### config.mk
export PLATFORM = sky130hd
export DESIGN_NAME = scb_switch_cfg
export DESIGN_NICKNAME = d
export VERILOG_FILES = /design/src/scb_blinker.sv /design/src/scb_switch_cfg.sv
export SDC_FILE = /design/constraint.sdc
export NUM_CORES = 1
export LEC_CHECK = 0
export BUFFER_PORTS_ARGS = -buffer_cell sky130_fd_sc_hd__buf_4
export CAP_MARGIN = 20
export CORE_MARGIN = 8
export CORE_UTILIZATION = 60
export DETAILED_ROUTE_END_ITERATION = 12
export PLACE_DENSITY = 0.85
export SYNTH_ARGS = -nofsm -noshare
export SYNTH_HDL_FRONTEND = slang
export SYNTH_SLANG_ARGS = --single-unit
### constraint.sdc
create_clock -name clk -period 4.2 [get_ports clk]
set_clock_uncertainty 0.15 [all_clocks]
set_input_delay 0.42 -clock clk [delete_from_list [all_inputs] [get_ports clk]]
set_output_delay 0.42 -clock clk [all_outputs]
set_load 0.005 [all_outputs]
### src/scb_blinker.sv
// scb_pkg: constants shared by the switch/blink block, and scb_blinker, the run lamp sequencer.
// assumes one 40 MHz clock and an active-low asynchronous reset.
`timescale 1ns/1ps
`default_nettype none

package scb_pkg;
    // *****************************************
    // clock and blink timing
    // *****************************************
    localparam int CLK_HZ = 40_000_000;
    localparam int BLINK_ON_MS = 250;
    localparam int BLINK_OFF_MS = 250;
    localparam int BLINK_GAP_MS = 1500;
    localparam int BLINK_ON_CYC = CLK_HZ / 1000 * BLINK_ON_MS;
    localparam int BLINK_OFF_CYC = CLK_HZ / 1000 * BLINK_OFF_MS;
    localparam int BLINK_GAP_CYC = CLK_HZ / 1000 * BLINK_GAP_MS;

    // *****************************************
    // slide switch positions as seen on the pins
    // *****************************************
    localparam logic [1:0] POS_TOP = 2'h1;
    localparam logic [1:0] POS_MID = 2'h2;
    localparam logic [1:0] POS_BOT = 2'h3;

    // *****************************************
    // serial settings
    // *****************************************
    localparam logic [3:0] BAUD_50 = 4'h0; // steps 50..19200 in rising order
    localparam logic [3:0] BAUD_2400 = 4'ha;
    localparam logic [3:0] BAUD_9600 = 4'he;
    localparam logic [3:0] BAUD_19200 = 4'hf;
    localparam logic [7:0] SER_ADDR_MIN = 8'h01;
    localparam logic [7:0] SER_ADDR_MAX = 8'hf7; // 247
    localparam logic [7:0] ROT_ADDR_MAX = 8'h40; // 64
    localparam logic [3:0] DIGIT_MAX = 4'h9;

    // *****************************************
    // register map and fields
    // *****************************************
    localparam logic [7:0] REG_STATUS = 8'h00;
    localparam logic [7:0] REG_MASK = 8'h04;
    localparam logic [7:0] REG_SERCFG = 8'h08;
    localparam logic [7:0] REG_SERADDR = 8'h0c;
    localparam logic [7:0] REG_EFFECT = 8'h10;
    localparam logic [7:0] REG_FAULT = 8'h14;
    localparam int ST_FAULT = 0;
    localparam int ST_BADADDR = 1;
    localparam int ST_SWCHG = 2;
    localparam int CFG_PAR_EN = 4;
    localparam int CFG_PAR_ODD = 5;
    localparam int CFG_DATA8 = 6;
    localparam int CFG_STOP2 = 7;
    localparam logic [7:0] SERCFG_RST = 8'h5e; // 9600, parity even, 8 data, 1 stop
    localparam logic [7:0] SERADDR_RST = 8'h01;

    typedef enum logic [1:0] {SCB_IDLE, SCB_ON, SCB_OFF, SCB_GAP} scb_blink_t;

    // crash code to blink count, zero when the code has no blink group
    function automatic logic [3:0] scb_blinks(input logic [15:0] code);
        if (code >= 16'h0604 && code <= 16'h0631) begin
            return 4'h4;
        end else if (code == 16'h0503 || code == 16'h052d) begin
            return 4'h5;
        end else if (code == 16'h0402) begin
            return 4'h6;
        end else if (code == 16'h0300 || code == 16'h0301) begin
            return 4'h7;
        end else if (code >= 16'h8001 && code <= 16'h8fff) begin
            return 4'h8;
        end
        return 4'h0;
    endfunction
endpackage

module scb_blinker #(
    parameter int ON_CYC = scb_pkg::BLINK_ON_CYC,
    parameter int OFF_CYC = scb_pkg::BLINK_OFF_CYC,
    parameter int GAP_CYC = scb_pkg::BLINK_GAP_CYC
) (
    // clock and reset
    input wire logic clk,
    input wire logic arst_n,
    // request
    input wire logic [3:0] blinks,
    input wire logic run_in,
    // lamp
    output logic lamp
);
    import scb_pkg::*;

    scb_blink_t state_reg;
    logic [31:0] cnt_reg;
    logic [3:0] left_reg;

    // group of short blinks, then a long dark gap so groups can be counted
    always_ff @(posedge clk or negedge arst_n) begin
        if (!arst_n) begin
            state_reg <= SCB_IDLE;
            cnt_reg <= 32'h0;
            left_reg <= 4'h0;
        end else begin
            unique case (state_reg)
                SCB_IDLE: begin
                    if (blinks != 4'h0) begin
                        state_reg <= SCB_ON;
                        cnt_reg <= 32'(ON_CYC - 1);
                        left_reg <= blinks;
                    end
                end
                SCB_ON: begin
                    if (cnt_reg == 32'h0) begin
                        state_reg <= SCB_OFF;
                        cnt_reg <= 32'(OFF_CYC - 1);
                        left_reg <= left_reg - 4'h1;
                    end else begin
                        cnt_reg <= cnt_reg - 32'h1;
                    end
                end
                SCB_OFF: begin
                    if (cnt_reg != 32'h0) begin
                        cnt_reg <= cnt_reg - 32'h1;
                    end else if (left_reg == 4'h0) begin
                        state_reg <= SCB_GAP;
                        cnt_reg <= 32'(GAP_CYC - 1);
                    end else begin
                        state_reg <= SCB_ON;
                        cnt_reg <= 32'(ON_CYC - 1);
                    end
                end
                SCB_GAP: begin
                    if (cnt_reg == 32'h0) begin
                        state_reg <= SCB_IDLE;
                    end else begin
                        cnt_reg <= cnt_reg - 32'h1;
                    end
                end
            endcase
        end
    end

    // lamp follows the run state until a fault group takes it over
    always_ff @(posedge clk or negedge arst_n) begin
        if (!arst_n) begin
            lamp <= 1'b0;
        end else if (blinks != 4'h0) begin
            lamp <= (state_reg == SCB_ON);
        end else begin
            lamp <= run_in;
        end
    end

    // the gap after a group is dark for longer than any single off time
    property p_gap_dark;
        @(posedge clk) disable iff (!arst_n)
        (state_reg == SCB_OFF && cnt_reg == 32'h0 && left_reg == 4'h0 && blinks != 4'h0)
            |=> (state_reg == SCB_GAP && cnt_reg == 32'(GAP_CYC - 1)) ##1 !lamp;
    endproperty
    a_gap_dark: assert property (p_gap_dark) else $error("blink gap missing");
endmodule

`default_nettype wire

### src/scb_switch_cfg.sv
// scb_switch_cfg: front/rear switch decode, serial settings, address check and fault lamp.
// assumes switch pins are asynchronous to clk; fault reports come from logic on clk.
//
// Overview of operation
// - Left slide switch on top turns memory write protection on, middle or bottom off.
// - Right switch on top fixes the serial port at ASCII, 2400 baud, even parity, 7 data, 1 stop.
// - Right switch in the middle fixes the serial port at RTU, 9600 baud, even, 8 data, 1 stop.
// - Right switch at the bottom takes serial settings, address 1 to 247, from software.
// - Either fixed mode turns on bridge mode so a panel device can reach network nodes.
// - In the fixed modes the serial device address is the rotary switch value.
// - The rotary value is the network node address, and in the fixed modes also the serial address.
// - The rotary value is ten times the tens selector plus the ones selector.
// - Only addresses up to 64 are valid, so with tens at 6 only ones 0 to 4 are valid.
// - Address 0 or above 64 holds the network lamp steadily on.
// - Communication faults 604 to 631 blink the run lamp four times.
// - Memory address or self-test faults blink five times, memory data fault 402 six.
// - Missing or bad executive firmware blinks seven, boot and flash faults 8001 up eight.
//
// The address-and-strobe port and the placing of the registers are this design's own decisions.
`timescale 1ns/1ps
`default_nettype none

module scb_switch_cfg #(
    parameter int ON_CYC = scb_pkg::BLINK_ON_CYC,
    parameter int OFF_CYC = scb_pkg::BLINK_OFF_CYC,
    parameter int GAP_CYC = scb_pkg::BLINK_GAP_CYC
) (
    // clock and reset
    input wire logic clk,
    input wire logic arst_n,
    // switch pins
    input wire logic [1:0] protect_switch,
    input wire logic [1:0] mode_switch,
    input wire logic [3:0] tens_address_selector,
    input wire logic [3:0] ones_address_selector,
    // diagnostics and run state
    input wire logic fault_valid,
    input wire logic [15:0] fault_code,
    input wire logic solving,
    // register port
    input wire logic [7:0] reg_addr,
    input wire logic [31:0] reg_wdata,
    input wire logic reg_wr,
    input wire logic reg_rd,
    output logic [31:0] reg_rdata,
    // serial port settings
    output logic ser_ascii,
    output logic [3:0] ser_baud,
    output logic ser_par_en,
    output logic ser_par_odd,
    output logic ser_data8,
    output logic ser_stop2,
    output logic [7:0] ser_addr,
    // system outputs
    output logic mem_protect,
    output logic bridge_mode,
    output logic [7:0] node_addr,
    output logic net_lamp_force,
    output logic run_lamp,
    output logic irq
);
    import scb_pkg::*;

    // ******************************
    // pin synchronisers
    // ******************************
    logic [11:0] pin_meta_reg;
    logic [11:0] pin_sync_reg;
    logic [1:0] prot_s;
    logic [1:0] mode_s;
    logic [3:0] tens_s;
    logic [3:0] ones_s;

    // two flops on every switch pin; only the second one is used below
    always_ff @(posedge clk or negedge arst_n) begin
        if (!arst_n) begin
            pin_meta_reg <= 12'h0;
            pin_sync_reg <= 12'h0;
        end else begin
            pin_meta_reg <= {protect_switch, mode_switch, tens_address_selector,
                ones_address_selector};
            pin_sync_reg <= pin_meta_reg;
        end
    end
    assign {prot_s, mode_s, tens_s, ones_s} = pin_sync_reg;

    // ******************************
    // rotary address
    // ******************************
    logic [7:0] rot_addr;
    logic rot_ok;

    // digits above 9 cannot form a decimal address and count as invalid
    assign rot_addr = 8'({4'h0, tens_s} * 8'h0a) + {4'h0, ones_s};
    assign rot_ok = (tens_s <= DIGIT_MAX) && (ones_s <= DIGIT_MAX) && (rot_addr != 8'h0)
        && (rot_addr <= ROT_ADDR_MAX);

    // ******************************
    // registers written by software
    // ******************************
    logic [2:0] status_reg;
    logic [2:0] status_next;
    logic [2:0] mask_reg;
    logic [7:0] sercfg_reg;
    logic [7:0] seraddr_reg;
    logic [15:0] fault_reg;
    logic fault_held_reg;
    logic [3:0] blink_cnt_reg;
    logic [3:0] sw_prev_reg;
    logic bad_prev_reg;
    logic [2:0] event_set;

    // software settings; an address outside 1..247 is refused and the old one kept
    always_ff @(posedge clk or negedge arst_n) begin
        if (!arst_n) begin
            sercfg_reg <= SERCFG_RST;
            seraddr_reg <= SERADDR_RST;
            mask_reg <= 3'h0;
        end else if (reg_wr) begin
            if (reg_addr == REG_SERCFG) begin
                sercfg_reg <= reg_wdata[7:0];
            end
            if (reg_addr == REG_SERADDR && reg_wdata[7:0] >= SER_ADDR_MIN
                && reg_wdata[7:0] <= SER_ADDR_MAX) begin
                seraddr_reg <= reg_wdata[7:0];
            end
            if (reg_addr == REG_MASK) begin
                mask_reg <= reg_wdata[2:0];
            end
        end
    end

    // ******************************
    // fault capture
    // ******************************
    // the first fault with a blink group is kept until reset: a crash is final
    always_ff @(posedge clk or negedge arst_n) begin
        if (!arst_n) begin
            fault_reg <= 16'h0;
            fault_held_reg <= 1'b0;
            blink_cnt_reg <= 4'h0;
        end else if (fault_valid && !fault_held_reg && scb_blinks(fault_code) != 4'h0) begin
            fault_reg <= fault_code;
            fault_held_reg <= 1'b1;
            blink_cnt_reg <= scb_blinks(fault_code);
        end
    end

    // ******************************
    // events, status and interrupt
    // ******************************
    assign event_set[ST_FAULT] = fault_valid && !fault_held_reg
        && scb_blinks(fault_code) != 4'h0;
    assign event_set[ST_BADADDR] = !rot_ok && !bad_prev_reg;
    assign event_set[ST_SWCHG] = {prot_s, mode_s} != sw_prev_reg;

    // write one to clear; an event in the same cycle wins over the clear
    always_comb begin
        status_next = status_reg;
        if (reg_wr && reg_addr == REG_STATUS) begin
            status_next = status_reg & ~reg_wdata[2:0];
        end
        status_next = status_next | event_set;
    end

    always_ff @(posedge clk or negedge arst_n) begin
        if (!arst_n) begin
            status_reg <= 3'h0;
            irq <= 1'b0;
            sw_prev_reg <= 4'h0;
            bad_prev_reg <= 1'b1;
        end else begin
            status_reg <= status_next;
            irq <= |(status_next & mask_reg);
            sw_prev_reg <= {prot_s, mode_s};
            bad_prev_reg <= !rot_ok;
        end
    end

    // ******************************
    // switch decode to outputs
    // ******************************
    // an undefined switch code counts as bottom: no protection, software settings
    always_ff @(posedge clk or negedge arst_n) begin
        if (!arst_n) begin
            mem_protect <= 1'b0;
            node_addr <= 8'h0;
            net_lamp_force <= 1'b1;
        end else begin
            mem_protect <= (prot_s == POS_TOP);
            node_addr <= rot_addr;
            net_lamp_force <= !rot_ok;
        end
    end

    always_ff @(posedge clk or negedge arst_n) begin
        if (!arst_n) begin
            ser_ascii <= 1'b0;
            ser_baud <= SERCFG_RST[3:0];
            ser_par_en <= SERCFG_RST[CFG_PAR_EN];
            ser_par_odd <= SERCFG_RST[CFG_PAR_ODD];
            ser_data8 <= SERCFG_RST[CFG_DATA8];
            ser_stop2 <= SERCFG_RST[CFG_STOP2];
            ser_addr <= SERADDR_RST;
            bridge_mode <= 1'b0;
        end else if (mode_s == POS_TOP) begin
            ser_ascii <= 1'b1;
            ser_baud <= BAUD_2400;
            ser_par_en <= 1'b1;
            ser_par_odd <= 1'b0;
            ser_data8 <= 1'b0;
            ser_stop2 <= 1'b0;
            ser_addr <= rot_addr;
            bridge_mode <= 1'b1;
        end else if (mode_s == POS_MID) begin
            ser_ascii <= 1'b0;
            ser_baud <= BAUD_9600;
            ser_par_en <= 1'b1;
            ser_par_odd <= 1'b0;
            ser_data8 <= 1'b1;
            ser_stop2 <= 1'b0;
            ser_addr <= rot_addr;
            bridge_mode <= 1'b1;
        end else begin
            ser_ascii <= 1'b0;
            ser_baud <= sercfg_reg[3:0];
            ser_par_en <= sercfg_reg[CFG_PAR_EN];
            ser_par_odd <= sercfg_reg[CFG_PAR_ODD];
            ser_data8 <= sercfg_reg[CFG_DATA8];
            ser_stop2 <= sercfg_reg[CFG_STOP2];
            ser_addr <= seraddr_reg;
            bridge_mode <= 1'b0;
        end
    end

    // ******************************
    // register read
    // ******************************
    // read data stand for exactly one cycle; unmapped offsets read zero
    always_ff @(posedge clk or negedge arst_n) begin
        if (!arst_n) begin
            reg_rdata <= 32'h0;
        end else if (reg_rd) begin
            unique case (reg_addr)
                REG_STATUS: reg_rdata <= {29'h0, status_reg};
                REG_MASK: reg_rdata <= {29'h0, mask_reg};
                REG_SERCFG: reg_rdata <= {24'h0, sercfg_reg};
                REG_SERADDR: reg_rdata <= {24'h0, seraddr_reg};
                REG_EFFECT: reg_rdata <= {rot_ok, 2'h0, mem_protect, bridge_mode, ser_ascii,
                    ser_stop2, ser_data8, ser_par_odd, ser_par_en, ser_baud, 2'h0, ser_addr,
                    node_addr};
                REG_FAULT: reg_rdata <= {fault_held_reg, 11'h0, blink_cnt_reg, fault_reg};
                default: reg_rdata <= 32'h0;
            endcase
        end else begin
            reg_rdata <= 32'h0;
        end
    end

    // ******************************
    // run lamp
    // ******************************
    scb_blinker #(
        .ON_CYC(ON_CYC),
        .OFF_CYC(OFF_CYC),
        .GAP_CYC(GAP_CYC)
    ) u_blink (
        .clk(clk),
        .arst_n(arst_n),
        .blinks(blink_cnt_reg),
        .run_in(solving),
        .lamp(run_lamp)
    );

    // ******************************
    // checks
    // ******************************
    property p_protect;
        @(posedge clk) disable iff (!arst_n)
        ##1 mem_protect == ($past(prot_s) == POS_TOP);
    endproperty
    a_protect: assert property (p_protect) else $error("protect mismatch");

    property p_ascii;
        @(posedge clk) disable iff (!arst_n)
        (mode_s == POS_TOP) |=> (ser_ascii && ser_baud == BAUD_2400 && ser_par_en
            && !ser_par_odd && !ser_data8 && !ser_stop2);
    endproperty
    a_ascii: assert property (p_ascii) else $error("ascii settings wrong");

    property p_rtu;
        @(posedge clk) disable iff (!arst_n)
        (mode_s == POS_MID) |=> (!ser_ascii && ser_baud == BAUD_9600 && ser_par_en
            && !ser_par_odd && ser_data8 && !ser_stop2);
    endproperty
    a_rtu: assert property (p_rtu) else $error("rtu settings wrong");

    property p_soft;
        @(posedge clk) disable iff (!arst_n)
        (mode_s == POS_BOT) |=> (ser_baud == $past(sercfg_reg[3:0]) && ser_addr >= SER_ADDR_MIN
            && ser_addr <= SER_ADDR_MAX && !bridge_mode);
    endproperty
    a_soft: assert property (p_soft) else $error("software settings not applied");

    property p_bridge;
        @(posedge clk) disable iff (!arst_n)
        (mode_s == POS_TOP || mode_s == POS_MID) |=> bridge_mode && ser_addr == $past(rot_addr);
    endproperty
    a_bridge: assert property (p_bridge) else $error("bridge or address wrong");

    property p_node;
        @(posedge clk) disable iff (!arst_n)
        ##1 node_addr == 8'({4'h0, $past(tens_s)} * 8'h0a) + {4'h0, $past(ones_s)};
    endproperty
    a_node: assert property (p_node) else $error("node address wrong");

    property p_invalid;
        @(posedge clk) disable iff (!arst_n)
        (tens_s == 4'h6 && ones_s == 4'h5) || (tens_s == 4'h0 && ones_s == 4'h0)
            |=> net_lamp_force;
    endproperty
    a_invalid: assert property (p_invalid) else $error("invalid address not shown");

    property p_valid;
        @(posedge clk) disable iff (!arst_n)
        (tens_s == 4'h6 && ones_s == 4'h4) |=> !net_lamp_force;
    endproperty
    a_valid: assert property (p_valid) else $error("address 64 refused");

    property p_comm_fault;
        @(posedge clk) disable iff (!arst_n)
        (fault_valid && !fault_held_reg && fault_code == 16'h0604) |=> blink_cnt_reg == 4'h4;
    endproperty
    a_comm_fault: assert property (p_comm_fault) else $error("comm fault count wrong");

    property p_flash_fault;
        @(posedge clk) disable iff (!arst_n)
        (fault_valid && !fault_held_reg && fault_code == 16'h8002) |=> blink_cnt_reg == 4'h8;
    endproperty
    a_flash_fault: assert property (p_flash_fault) else $error("flash fault count wrong");

    c_ascii: cover property (@(posedge clk) disable iff (!arst_n) mode_s == POS_TOP ##1 ser_ascii);
    c_fault: cover property (@(posedge clk) disable iff (!arst_n) status_reg[ST_FAULT] && irq);
    c_bad: cover property (@(posedge clk) disable iff (!arst_n) $rose(net_lamp_force));
endmodule

`default_nettype wire

Word level (Yosys, flattened, before mapping):

Index checks and enable logic that the tools add are counted.

* output and inout bits: 62
* logic and storage cells: 145
* register bits after elaboration: 171

* eq/ne operators: 22
* multipliers: 1
* mux-type cells: 47
* bitwise logic cells: 4
* reduce and logical (&&, ||, !) cells: 32
* order comparisons: 9
* add/subtract/negate cells: 3

Operator list (number)
* 32-bit case mux with 6 select lines: 1
* 32-bit two-way mux: 5
* 32-bit case mux with 4 select lines: 1
* 16-bit by 11-bit equality test with 1-bit output (second input constant): 3
* 4-bit two-way mux: 11
* 16-bit by 10-bit equality test with 1-bit output (second input constant): 2
* 32-bit logical NOT: 1
* 32-bit nonzero test: 1
* 32-bit by 1-bit subtractor with 32-bit output (second input constant): 1
* 26-bit two-way mux: 1
* 1-bit two-way mux: 18
* 8-bit by 4-bit equality test with 1-bit output (second input constant): 2
* 8-bit by 5-bit equality test with 1-bit output (second input constant): 2
* 16-bit by 11-bit >= comparator with 1-bit output (second input constant): 1
* 16-bit >= comparator (second input constant): 1
* 16-bit by 11-bit <= comparator with 1-bit output (second input constant): 1
* 16-bit <= comparator (second input constant): 1
* 8-bit two-way mux: 2
* 1-bit logical AND: 11
* 2-bit two-way mux: 5
* 8-bit by 4-bit adder with 8-bit output: 1
* 8-bit by 3-bit equality test with 1-bit output (second input constant): 1
* 8-bit by 1-bit >= comparator with 1-bit output (second input constant): 1
* 4-bit <= comparator (second input constant): 2
* 27 further kinds: 42

Longest topological paths before layout:

Gate-level depths: netlist (run 1).

* word-level depth: 13
* depth in mapped cells: 10

Modules after synthesis:

From an unflattened synthesis (run 1), not the netlist that was laid out.

* cells, all modules: 689
* area total of the unflattened synthesis: 7713.6 um^2

By module, submodules not included
* scb_switch_cfg: times used 1, area an instance 5200.0 um^2, cells each 408, seq. area each 3269.4 um^2
* scb_blinker: times used 1, area an instance 2513.7 um^2, cells each 281, seq. area each 975.9 um^2

Worst setup path after synthesis (run 1):

No wires, ideal clock.

* kind: register -> register
* start: register pin_sync_reg[7]
* end: register irq
* setup time: 0.146 ns
* cell stages (with the launch flop): 9
* path buffers: 0
* arrival: 2.417 ns
* path slack: 1.487 ns
* cell sequence: dfrtp_1 > ha_1 > ha_1 > fa_1 > nor4b_1 > a21oi_1 > a211oi_1 > and3_1 > o311ai_0

* word-level cells in the longest chain between the ends: 10

RTL lines
* from (decl): line scb_switch_cfg.sv:68 `logic [11:0] pin_sync_reg;`
* from (signal assigned): line scb_switch_cfg.sv:82 `pin_sync_reg <= pin_meta_reg;`
* parallel branches: the longest is 4 deep, another holds 8-bit by 4-bit adder with 8-bit output
* 1-bit logical AND (*): line scb_switch_cfg.sv:96 `&& (rot_addr <= ROT_ADDR_MAX);`
* 1-bit logical NOT (*): line scb_switch_cfg.sv:154 `assign event_set[ST_BADADDR] = !rot_ok && !bad_prev_reg;`
* 1-bit logical AND (*): line scb_switch_cfg.sv:154
* 3-bit bitwise OR (*): line scb_switch_cfg.sv:163 `status_next = status_next | event_set;`
* 3-bit bitwise AND (*): line scb_switch_cfg.sv:174 `irq <= |(status_next & mask_reg);`
* 3-bit OR reduction (*): line scb_switch_cfg.sv:174
* to (signal assigned): line scb_switch_cfg.sv:174
* to (decl): line scb_switch_cfg.sv:60 `output logic irq`

Mark *: on every way between the ends.
A chain may end at the register's enable or synchronous reset.

Final worst setup path (run 1):

Ends and elaborated chain as after synthesis.

==> flow_summary.json, run 1 <==
{
  "path_max_fanout": 5,
  "clockBufferDepth": 2,
  "ctsResizeCount": 0,
  "worst_pin_slew_ps": 929,
  "grt_setup_unrepaired": "false",
  "dieArea_sq_mm": 0.0164,
  "grt-ovfl-total": 0,
  "yosysSeqAreaShare_pct": 56.4,
  "antenna_left": 0,
  "synth_cell_types": 70,
  "cts_max_level": 4,
  "hold_viol": 0,
  "grt_max_degree": 93,
  "root_buffer": "clkbuf_16",
  "globalRouteMet1Util_pct": 29.0,
  "maxCapViolations": 0,
  "use_met2_pct": 44.9,
  "setup_violations": 0,
  "grt_pass1_vias": 6255,
  "synthTopCellsByCount": "dfrtp_1, nand2_1, nor2_1",
  "ios": 136,
  "hp-class": "in -> reg",
  "drive_above_1_share_pct": 27.3,
  "worstSetupEndpointType": "register",
  "holdWs_ps": 54.6,
  "critical_path_class": "reg -> reg",
  "syn-mean-instance-area_sq_um": 11.4,
  "synth-main-ff-cell": "dfrtp_1",
  "fp-row-count": 41,
  "wire_per_inst_microns": 20.7,
  "port_buffers": 109,
  "start_util_pct": 60.6,
  "powerDensity_mw_per_mm2": 442,
  "syn2layout_area_growth_pct": 23.2,
  "fin_crit_ps": 3230,
  "synth_edf_count": 0,
  "ys_warn_count": 0,
  "detailed_place_hpwl_microns": 13900,
  "vias_per_cell": 6.12,
  "busiest_layer": "met2",
  "fin_setup_tns_ps": 0,
  "grt_pass1_wl_microns": 32200,
  "status": "finished clean",
  "cts.clk_slew.worst_paths_ps": 70,
  "ys_seq_elements": 169,
  "cts_sinks": 169,
  "finalCritPeriodShare_pct": 76.9,
  "fill_cells": 841,
  "holdBufCountCts": 13,
  "clk_latency_ps": 430,
  "yosysTopAreaCellShare_pct": 51.9,
  "yosys.area.top_type": "dfrtp_1",
  "die_y_microns": 128,
  "cts_setup_buffers": 0,
  "peakVddDrop_mv": 0.372,
  "grt_usage_pct": 25.4,
  "p_leak_nw": 4.27,
  "post-route-drc-count": 0,
  "fin_nets": 876,
  "drv_slew": 0,
  "drt_iter0_drc": 777,
  "arrival_ps": 3360,
  "cts_tree": "done",
  "synthCells": 661,
  "synthTopCellsByArea": "dfrtp_1, mux2_2, dfstp_2",
  "diodes": 0,
  "cp.required_ps": 4330,
  "dr.pass1.iters": 8,
  "crit_path_start_kind": "register",
  "die_w_microns": 128,
  "routabilityCongestion": 0.945,
  "vias": 5963,
  "syn_area_sq_mm": 0.00752,
  "largest_register_ffs": 32,
  "synth_most_common_cell": "dfrtp_1",
  "fmax_ghz": 0.310,
  "antenna_found_initial": 0,
  "design.core.area_sq_mm": 0.0124,
  "routed_wl_microns": 20100,
  "async_flop_share_pct": 100,
  "grt_use_met3_pct": 5.37,
  "cts_inserted_buffers": 17,
  "relSlewSlack_pct": 37.8
}
[metrics by stage]
stage                     total power [W]  std cells  worst slack (ps)  instance area (sq um)  utilization (%)
after floorplan                   0.00222        662              1490                   7530                -
after global placement            0.00244        928              1170                   8520             68.7
after detailed placement          0.00248        928              1130                   8520             68.7
after CTS                         0.00410        973              1070                   9260             74.6
after global routing              0.00423        974               859                   9270             74.7
final                             0.00409        974               969                   9270             74.7
[kinds of logic after synthesis]
family / Yosys count / share of synthesized area (%)
and+or+nand+nor: 251 / 18.8
DFF: 169 / 56.4
AOI/OAI and AO/OA: 115 / 10.1
buffers and inverters: 44 / 2.63
muxes: 40 / 6.42
xor gates and xnor gates: 28 / 3.26
adders and majority gates: 13 / 2.36
other: 1 / 0.0499
[routing by layer]
layer | wire length [microns] | vias up
met2 | 10800 | 273
met1 | 7500 | 2988
met5 | 0 | -
met3 | 1150 | 49
met4 | 651 | 0
li1 | - | 2653
[path summary, 6_finish.rpt]
| check | endpoint | slack, ps | cells past startpoint | start |
|---|---|---|---|---|
| hold reg to reg | pin_sync_reg[9] | 200 | 0 | pin_meta_reg[9] |
| setup reg to reg | irq | 970 | 8 | pin_sync_reg[7] |
| min in group asynchronous | u_blink.cnt_reg[19] | 430 | 2 | arst_n |
| max in group asynchronous | net_lamp_force | 2550 | 3 | arst_n |
| hold / removal | fault_held_reg | 50 | 2 | fault_valid |
| setup / recovery | irq | 970 | 8 | pin_sync_reg[7] |
[worst max-delay path, cell delays in order (launching register included)]
cell and delay [ps]:
dfrtp_1 440, ha_1 310, ha_1 250, fa_1 540, nor4b_1 460, a21oi_1 140
a211oi_1 340, and3_1 290, o311ai_0 150
[cells in the final DEF (no fill, tap or decap), types with 14 or more instances in the layout]
cell         n
o21ai_0     26
nand4_1     14
mux2_2      36
dfrtp_1    156
nor2_1      49
a21oi_1     25
xor2_1      14
buf_4      115
nor4_1      20
nand2_1     56
clkbuf_16   17
a22oi_1     14
xnor2_1     14
inv_1       21
and3_1      18
nor3_1      16
[final cells by class]
cell class / count / area, sq um / area share, %
Inverter: 21 / 78.8 / 0.850
Clock buffer: 18 / 429 / 4.63
Sequential cell: 169 / 4250 / 45.8
Tap cell: 172 / 215 / 2.32
Timing Repair Buffer: 131 / 1040 / 11.2
Clock inverter: 14 / 175 / 1.89
Multi-Input combinational cell: 449 / 3090 / 33.3
[report_power, final]
| part | internal, W | leakage [nW] | total [W] | switching, W |
|---|---|---|---|---|
| sequential | 0.00179 | 2.11 | 0.00194 | 0.000143 |
| combinational | 0.000264 | 1.87 | 0.000541 | 0.000277 |
| clock | 0.000903 | 0.295 | 0.00161 | 0.000712 |
| total | 0.00296 | 4.27 | 0.00409 | 0.00113 |
Power figures use the tool's default switching activity.
==> run 2, diff against run 1 <==
CORE_UTILIZATION = 50   (was 60)
PLACE_DENSITY = 0.76   (was 0.85)
clock period = 2.65 ns   (was 4.2 ns; I/O delays follow)
==> flow_summary.json, run 2 (synthesis results as in run 1) <==
{
  "fin_util_pct": 66.6,
  "fp-row-count": 45,
  "clk_latency_ps": 420,
  "die_w_microns": 139,
  "fin_setup_tns_ps": 0,
  "met2_length_microns": 10600,
  "syn2layout_area_growth_pct": 32.6,
  "grt_max_degree": 65,
  "arrival_ps": 2760,
  "crit_path_start_kind": "register",
  "peakVddDrop_mv": 0.471,
  "dieArea_sq_mm": 0.0192,
  "design.core.area_sq_mm": 0.0150,
  "rr_worst_depth": 9,
  "grt-ovfl-total": 0,
  "routabilityCongestion": 0.897,
  "hold_viol": 0,
  "detailed_place_hpwl_microns": 14800,
  "cts_max_level": 4,
  "maxCapViolations": 0,
  "cts_inserted_buffers": 17,
  "path_max_fanout": 3,
  "timing.critical_path.mode_cell": "ha_4",
  "worstSetupEndpointType": "register",
  "path_cells": "ha_4 > ha_4 > fa_2 > buf_4 > a21o_1 > and4b_1 > a211oi_2 > and3_4 > o311ai_2",
  "root_buffer": "clkbuf_16",
  "cts_tree": "done",
  "hp-class": "in -> reg",
  "powerDensity_mw_per_mm2": 631,
  "placed_cells": 1002,
  "clockBufferDepth": 2,
  "status": "finished clean",
  "critical_path_class": "reg -> reg",
  "fmax_ghz": 0.383,
  "wire_per_inst_microns": 19.2,
  "port_buffers": 109,
  "drive_above_1_share_pct": 33.0,
  "dr.pass1.iters": 5,
  "wl_met1_microns": 8430,
  "grt_pass1_wl_microns": 33200,
  "final_common_cell": "buf_4",
  "antenna_left": 0,
  "top_layer_used": "met4",
  "drv_slew": 0,
  "mostFrequentLayoutCells": "buf_4, dfrtp_1, nand2_1",
  "final_cell_count_no_fill": 1072,
  "holdWs_ps": 40.1,
  "cts.clk_slew.worst_paths_ps": 60,
  "cts_sinks": 169,
  "p_leak_nw": 4.63,
  "worst_pin_slew_ps": 634,
  "grt_setup_unrepaired": "true",
  "grt_pass1_vias": 6407,
  "grt_usage_pct": 21.7,
  "ios": 136,
  "largest_register_ffs": 32,
  "drt_iter0_drc": 430,
  "setup_violations": 0,
  "diodes": 0,
  "fin_nets": 958,
  "critPathMaxStageDelay_ps": 460,
  "die_y_microns": 139,
  "antenna_found_initial": 0,
  "cp.required_ps": 2800,
  "fin_crit_ps": 2610,
  "finalCritPeriodShare_pct": 98.5,
  "whs_path_depth": 2,
  "post-route-drc-count": 0,
  "start_util_pct": 50.2,
  "routed-wl-met3_microns": 938,
  "vias": 6187,
  "vias_per_cell": 5.77,
  "crit_slowest_cell": "fa_2",
  "r2r_slack_ps": 40,
  "routed_wl_microns": 20600,
  "relSlewSlack_pct": 57.4
}
-- run 2: worst paths after layout --
check                                 endpoint       startpoint
hold reg to reg                pin_sync_reg[5]  pin_meta_reg[5]
setup / recovery                           irq  pin_sync_reg[5]
setup reg to reg                           irq  pin_sync_reg[5]
min in group asynchronous  u_blink.cnt_reg[20]           arst_n
max in group asynchronous        sercfg_reg[2]           arst_n
hold / removal                   reg_rdata[13]           reg_rd
-- run 2: final cells by class --
cell class                      count  area (sq um)
Timing Repair Buffer              213          1710
Multi-Input combinational cell    449          3180
Tap cell                          188           235
Clock inverter                     12          92.6
Fill cell                        1122          5000
Sequential cell                   169          4250
Clock buffer                       20           437
Inverter                           21          78.8
-- run 2: repair_timing --
| action | in CTS | in global routing |
|---|---|---|
| setup endpoints to repair | 4 | 9 |
| setup buffers | 1 | 2 |
| hold buffers | 35 | 0 |
| pin swaps | 5 | 9 |
| endpoints found under the hold margin | 98 | 0 |
| gates resized for setup | 7 | 11 |
-- run 2: routing by layer --
metal	track usage (%)	vias to the layer above
met2	38.2	236
met4	9.99	0
met3	3.75	47
li1	-	2817
met1	25.4	3087
met5	0	-
-- run 2: where the power goes --
group          total (W)  switching (W)  internal, W
combinational   0.000974       0.000458     0.000516
sequential       0.00307       0.000220      0.00285
clock            0.00225        0.00104      0.00121
-- run 2: worst max-delay path, delay by kind of cell (launching register included) --
family                   cells  cell delay (ps)
flip-flops                   1              420
AO/OA/AOI/OAI                3              420
adder cells (fa/ha/maj)      3              880
buffers and inverters        1              160
AND/OR/NAND/NOR              2              450
-- run 2: metrics by stage --
stage | cell area [sq um] | worst slack, ps | total power [W]
after floorplan | 7530 | 41.5 | 0.00352
after detailed placement | 8990 | -197 | 0.00400
after global routing | 9970 | -109 | 0.00656
after CTS | 9910 | 12.8 | 0.00631
final | 9970 | 38.9 | 0.00629
after global placement | 8990 | -139 | 0.00395
==> run 3, diff against run 2 <==
ABC_AREA = 1   (was unset)
CORE_UTILIZATION = 45   (was 50)
PLACE_DENSITY = 0.69   (was 0.76)
==> flow_summary.json, run 3 <==
{
  "power_w": 0.00621,
  "setup_violations": 0,
  "powerDensity_mw_per_mm2": 624,
  "fill_cells": 1534,
  "use_met2_pct": 32.4,
  "clk_latency_ps": 430,
  "ys_warn_count": 0,
  "synthTopCellsByCount": "nand2_1, dfrtp_1, inv_1",
  "final_common_cell": "nand2_1",
  "relSlewSlack_pct": 32.2,
  "routabilityCongestion": 0.899,
  "maxCapViolations": 0,
  "yosysTopAreaCellShare_pct": 49.4,
  "diodes": 0,
  "detailed_place_hpwl_microns": 15300,
  "syn2layout_area_growth_pct": 26.1,
  "p_leak_nw": 4.86,
  "dieArea_sq_mm": 0.0220,
  "synth_edf_count": 0,
  "grt_pass1_vias": 6451,
  "clockBufferDepth": 2,
  "wire_per_inst_microns": 15.6,
  "internal-power_w": 0.00452,
  "p_sw_w": 0.00169,
  "power_frac_clock_pct": 39.7,
  "post-route-drc-count": 0,
  "yosysSeqAreaShare_pct": 53.8,
  "arrival_ps": 2770,
  "design.core.area_sq_mm": 0.0172,
  "die_w_microns": 148,
  "hp-class": "in -> reg",
  "sw_frac_of_total_pct": 27.2,
  "timing.critical_path.mode_cell": "nand2_1",
  "grt_pass1_wl_microns": 33300,
  "vias_per_cell": 5.01,
  "mostFrequentLayoutCells": "nand2_1, dfrtp_1, inv_1",
  "dr.pass1.iters": 5,
  "crit_path_start_kind": "register",
  "grt_usage_pct": 19.4,
  "yosys.area.top_type": "dfrtp_1",
  "power.share.sequential_pct": 48.3,
  "synth_cell_types": 41,
  "peakVddDrop_mv": 0.475,
  "die_y_microns": 148,
  "start_util_pct": 45.8,
  "port_buffers": 109,
  "synthTopCellsByArea": "dfrtp_1, nand2_1, inv_1",
  "antenna_left": 0,
  "finalCritPeriodShare_pct": 98.1,
  "worst_pin_slew_ps": 1020,
  "grt_use_met3_pct": 4.74,
  "fin_nets": 1183,
  "routed_wl_microns": 20800,
  "fin_crit_ps": 2600,
  "status": "finished clean",
  "critPathMaxStageDelay_ps": 610,
  "synthCells": 945,
  "power_frac_comb_pct": 12.0,
  "fp-row-count": 48,
  "path_cells": "ha_4 > ha_4 > fa_2 > inv_1 > nand2_1 > nand2_1 > nor2_1 > nand3_1 > nand2_2 > nand2_2 > nand2_1 > nand2_1 > nand2_1 > nand3_2",
  "seqCellArea_sq_mm": 0.00425,
  "cts_max_level": 4,
  "path_max_fanout": 5,
  "syn_area_sq_mm": 0.00790,
  "crit_slowest_cell": "fa_2",
  "synth-main-ff-cell": "dfrtp_1",
  "grt-ovfl-total": 0,
  "drt_iter0_drc": 526,
  "vias": 6688,
  "globalRouteMet1Util_pct": 24.0,
  "grt_max_degree": 62,
  "busiest_layer": "met2",
  "root_buffer": "clkbuf_16",
  "drv_slew": 0,
  "cts_tree": "done",
  "ios": 136,
  "synth_most_common_cell": "nand2_1",
  "antenna_found_initial": 0,
  "drive_above_1_share_pct": 18.4,
  "multi_input_area_sq_mm": 0.00309,
  "critical_path_class": "reg -> reg",
  "cts_inserted_buffers": 17,
  "ys_seq_elements": 169,
  "hold_viol": 0,
  "largest_register_ffs": 32,
  "cts_sinks": 169,
  "grt_setup_unrepaired": "true",
  "syn-mean-instance-area_sq_um": 8.35,
  "worstSetupEndpointType": "register",
  "fmax_ghz": 0.384,
  "cts.clk_slew.worst_paths_ps": 70,
  "async_flop_share_pct": 100,
  "cp.required_ps": 2820,
  "holdWs_ps": 13.3
}
-- run 3: cell type report --
class	count	area share [%]
inverters	133	5.04
flip-flops and latches	169	42.6
clock buffers	19	4.55
well taps	225	2.83
clock inverters	13	1.38
multi-input cells	622	31.1
repair buffers	153	12.5
-- run 3: repair_timing --
| action | CTS | global route |
|---|---|---|
| gates resized for setup | 0 | 13 |
| hold buffers | 27 | 0 |
| setup buffers | 0 | 2 |
| endpoints found under the hold margin | 80 | 0 |
| endpoints found under the setup margin | 0 | 3 |
-- run 3: power by group through the flow --
stage | registers [W] | logic, W | clock network, W
CTS | 0.00300 | 0.000731 | 0.00251
finish | 0.00300 | 0.000745 | 0.00246
floorplan | 0.00298 | 0.000379 | 0
detailed placement | 0.00304 | 0.000696 | 0
global route | 0.00302 | 0.000853 | 0.00264
global placement | 0.00304 | 0.000678 | 0
-- run 3: final timing paths --
| path | to | from | slack [ps] | cells after the start |
|---|---|---|---|---|
| worst min-delay path | sercfg_reg[5] | reg_wdata[5] | 10 | 3 |
| min in group asynchronous | pin_meta_reg[9] | arst_n | 220 | 2 |
| worst max register to register | irq | pin_sync_reg[7] | 50 | 14 |
| worst max-delay path | irq | pin_sync_reg[7] | 50 | 14 |
| max in group asynchronous | ser_par_en | arst_n | 1390 | 3 |
| worst min register to register | pin_sync_reg[6] | pin_meta_reg[6] | 200 | 0 |
-- run 3: cells by family (layout without fill, tap and decap cells) --
kind of cell / count (synthesis) / count (layout) / share of synthesized area, %
adder cells (fa/ha/maj): 13 / 13 / 2.25
other: 1 / 2 / 0.0475
XOR/XNOR: 18 / 18 / 2.00
buffers and inverters: 155 / 318 / 7.84
AND/OR/NAND/NOR: 473 / 473 / 25.7
AO/OA/AOI/OAI: 116 / 116 / 8.35
flip-flops: 169 / 169 / 53.8
-- run 3: critical path: cells and delay by family (launching register included) --
kind | cells | cell delay, ps
adder cells (fa/ha/maj) | 3 | 1030
buffers and inverters | 1 | 70
flip-flops | 1 | 420
AND/OR/NAND/NOR | 10 | 830
-- run 3: through the flow --
step	utilization, %	TNS (ps)	area [sq um]	setup WS [ps]	instances
3_5_place_dp	52.4	0	9030	16.1	1273
3_3_place_gp	52.4	0	9030	70.9	1273
5_1_grt	57.8	-117	9960	-95.9	1334
4_1_cts	57.4	0	9890	15.8	1332
6_report	57.8	0	9960	49.1	1334
2_1_floorplan	-	0	7900	201	946
-- run 3: layer usage --
layer	wire length (microns)	vias up	part of all wire, %
li1	-	3312	-
met1	8630	3136	42
met2	10400	201	50
met3	1120	39	5.4
met4	581	0	2.8
met5	0	-	0
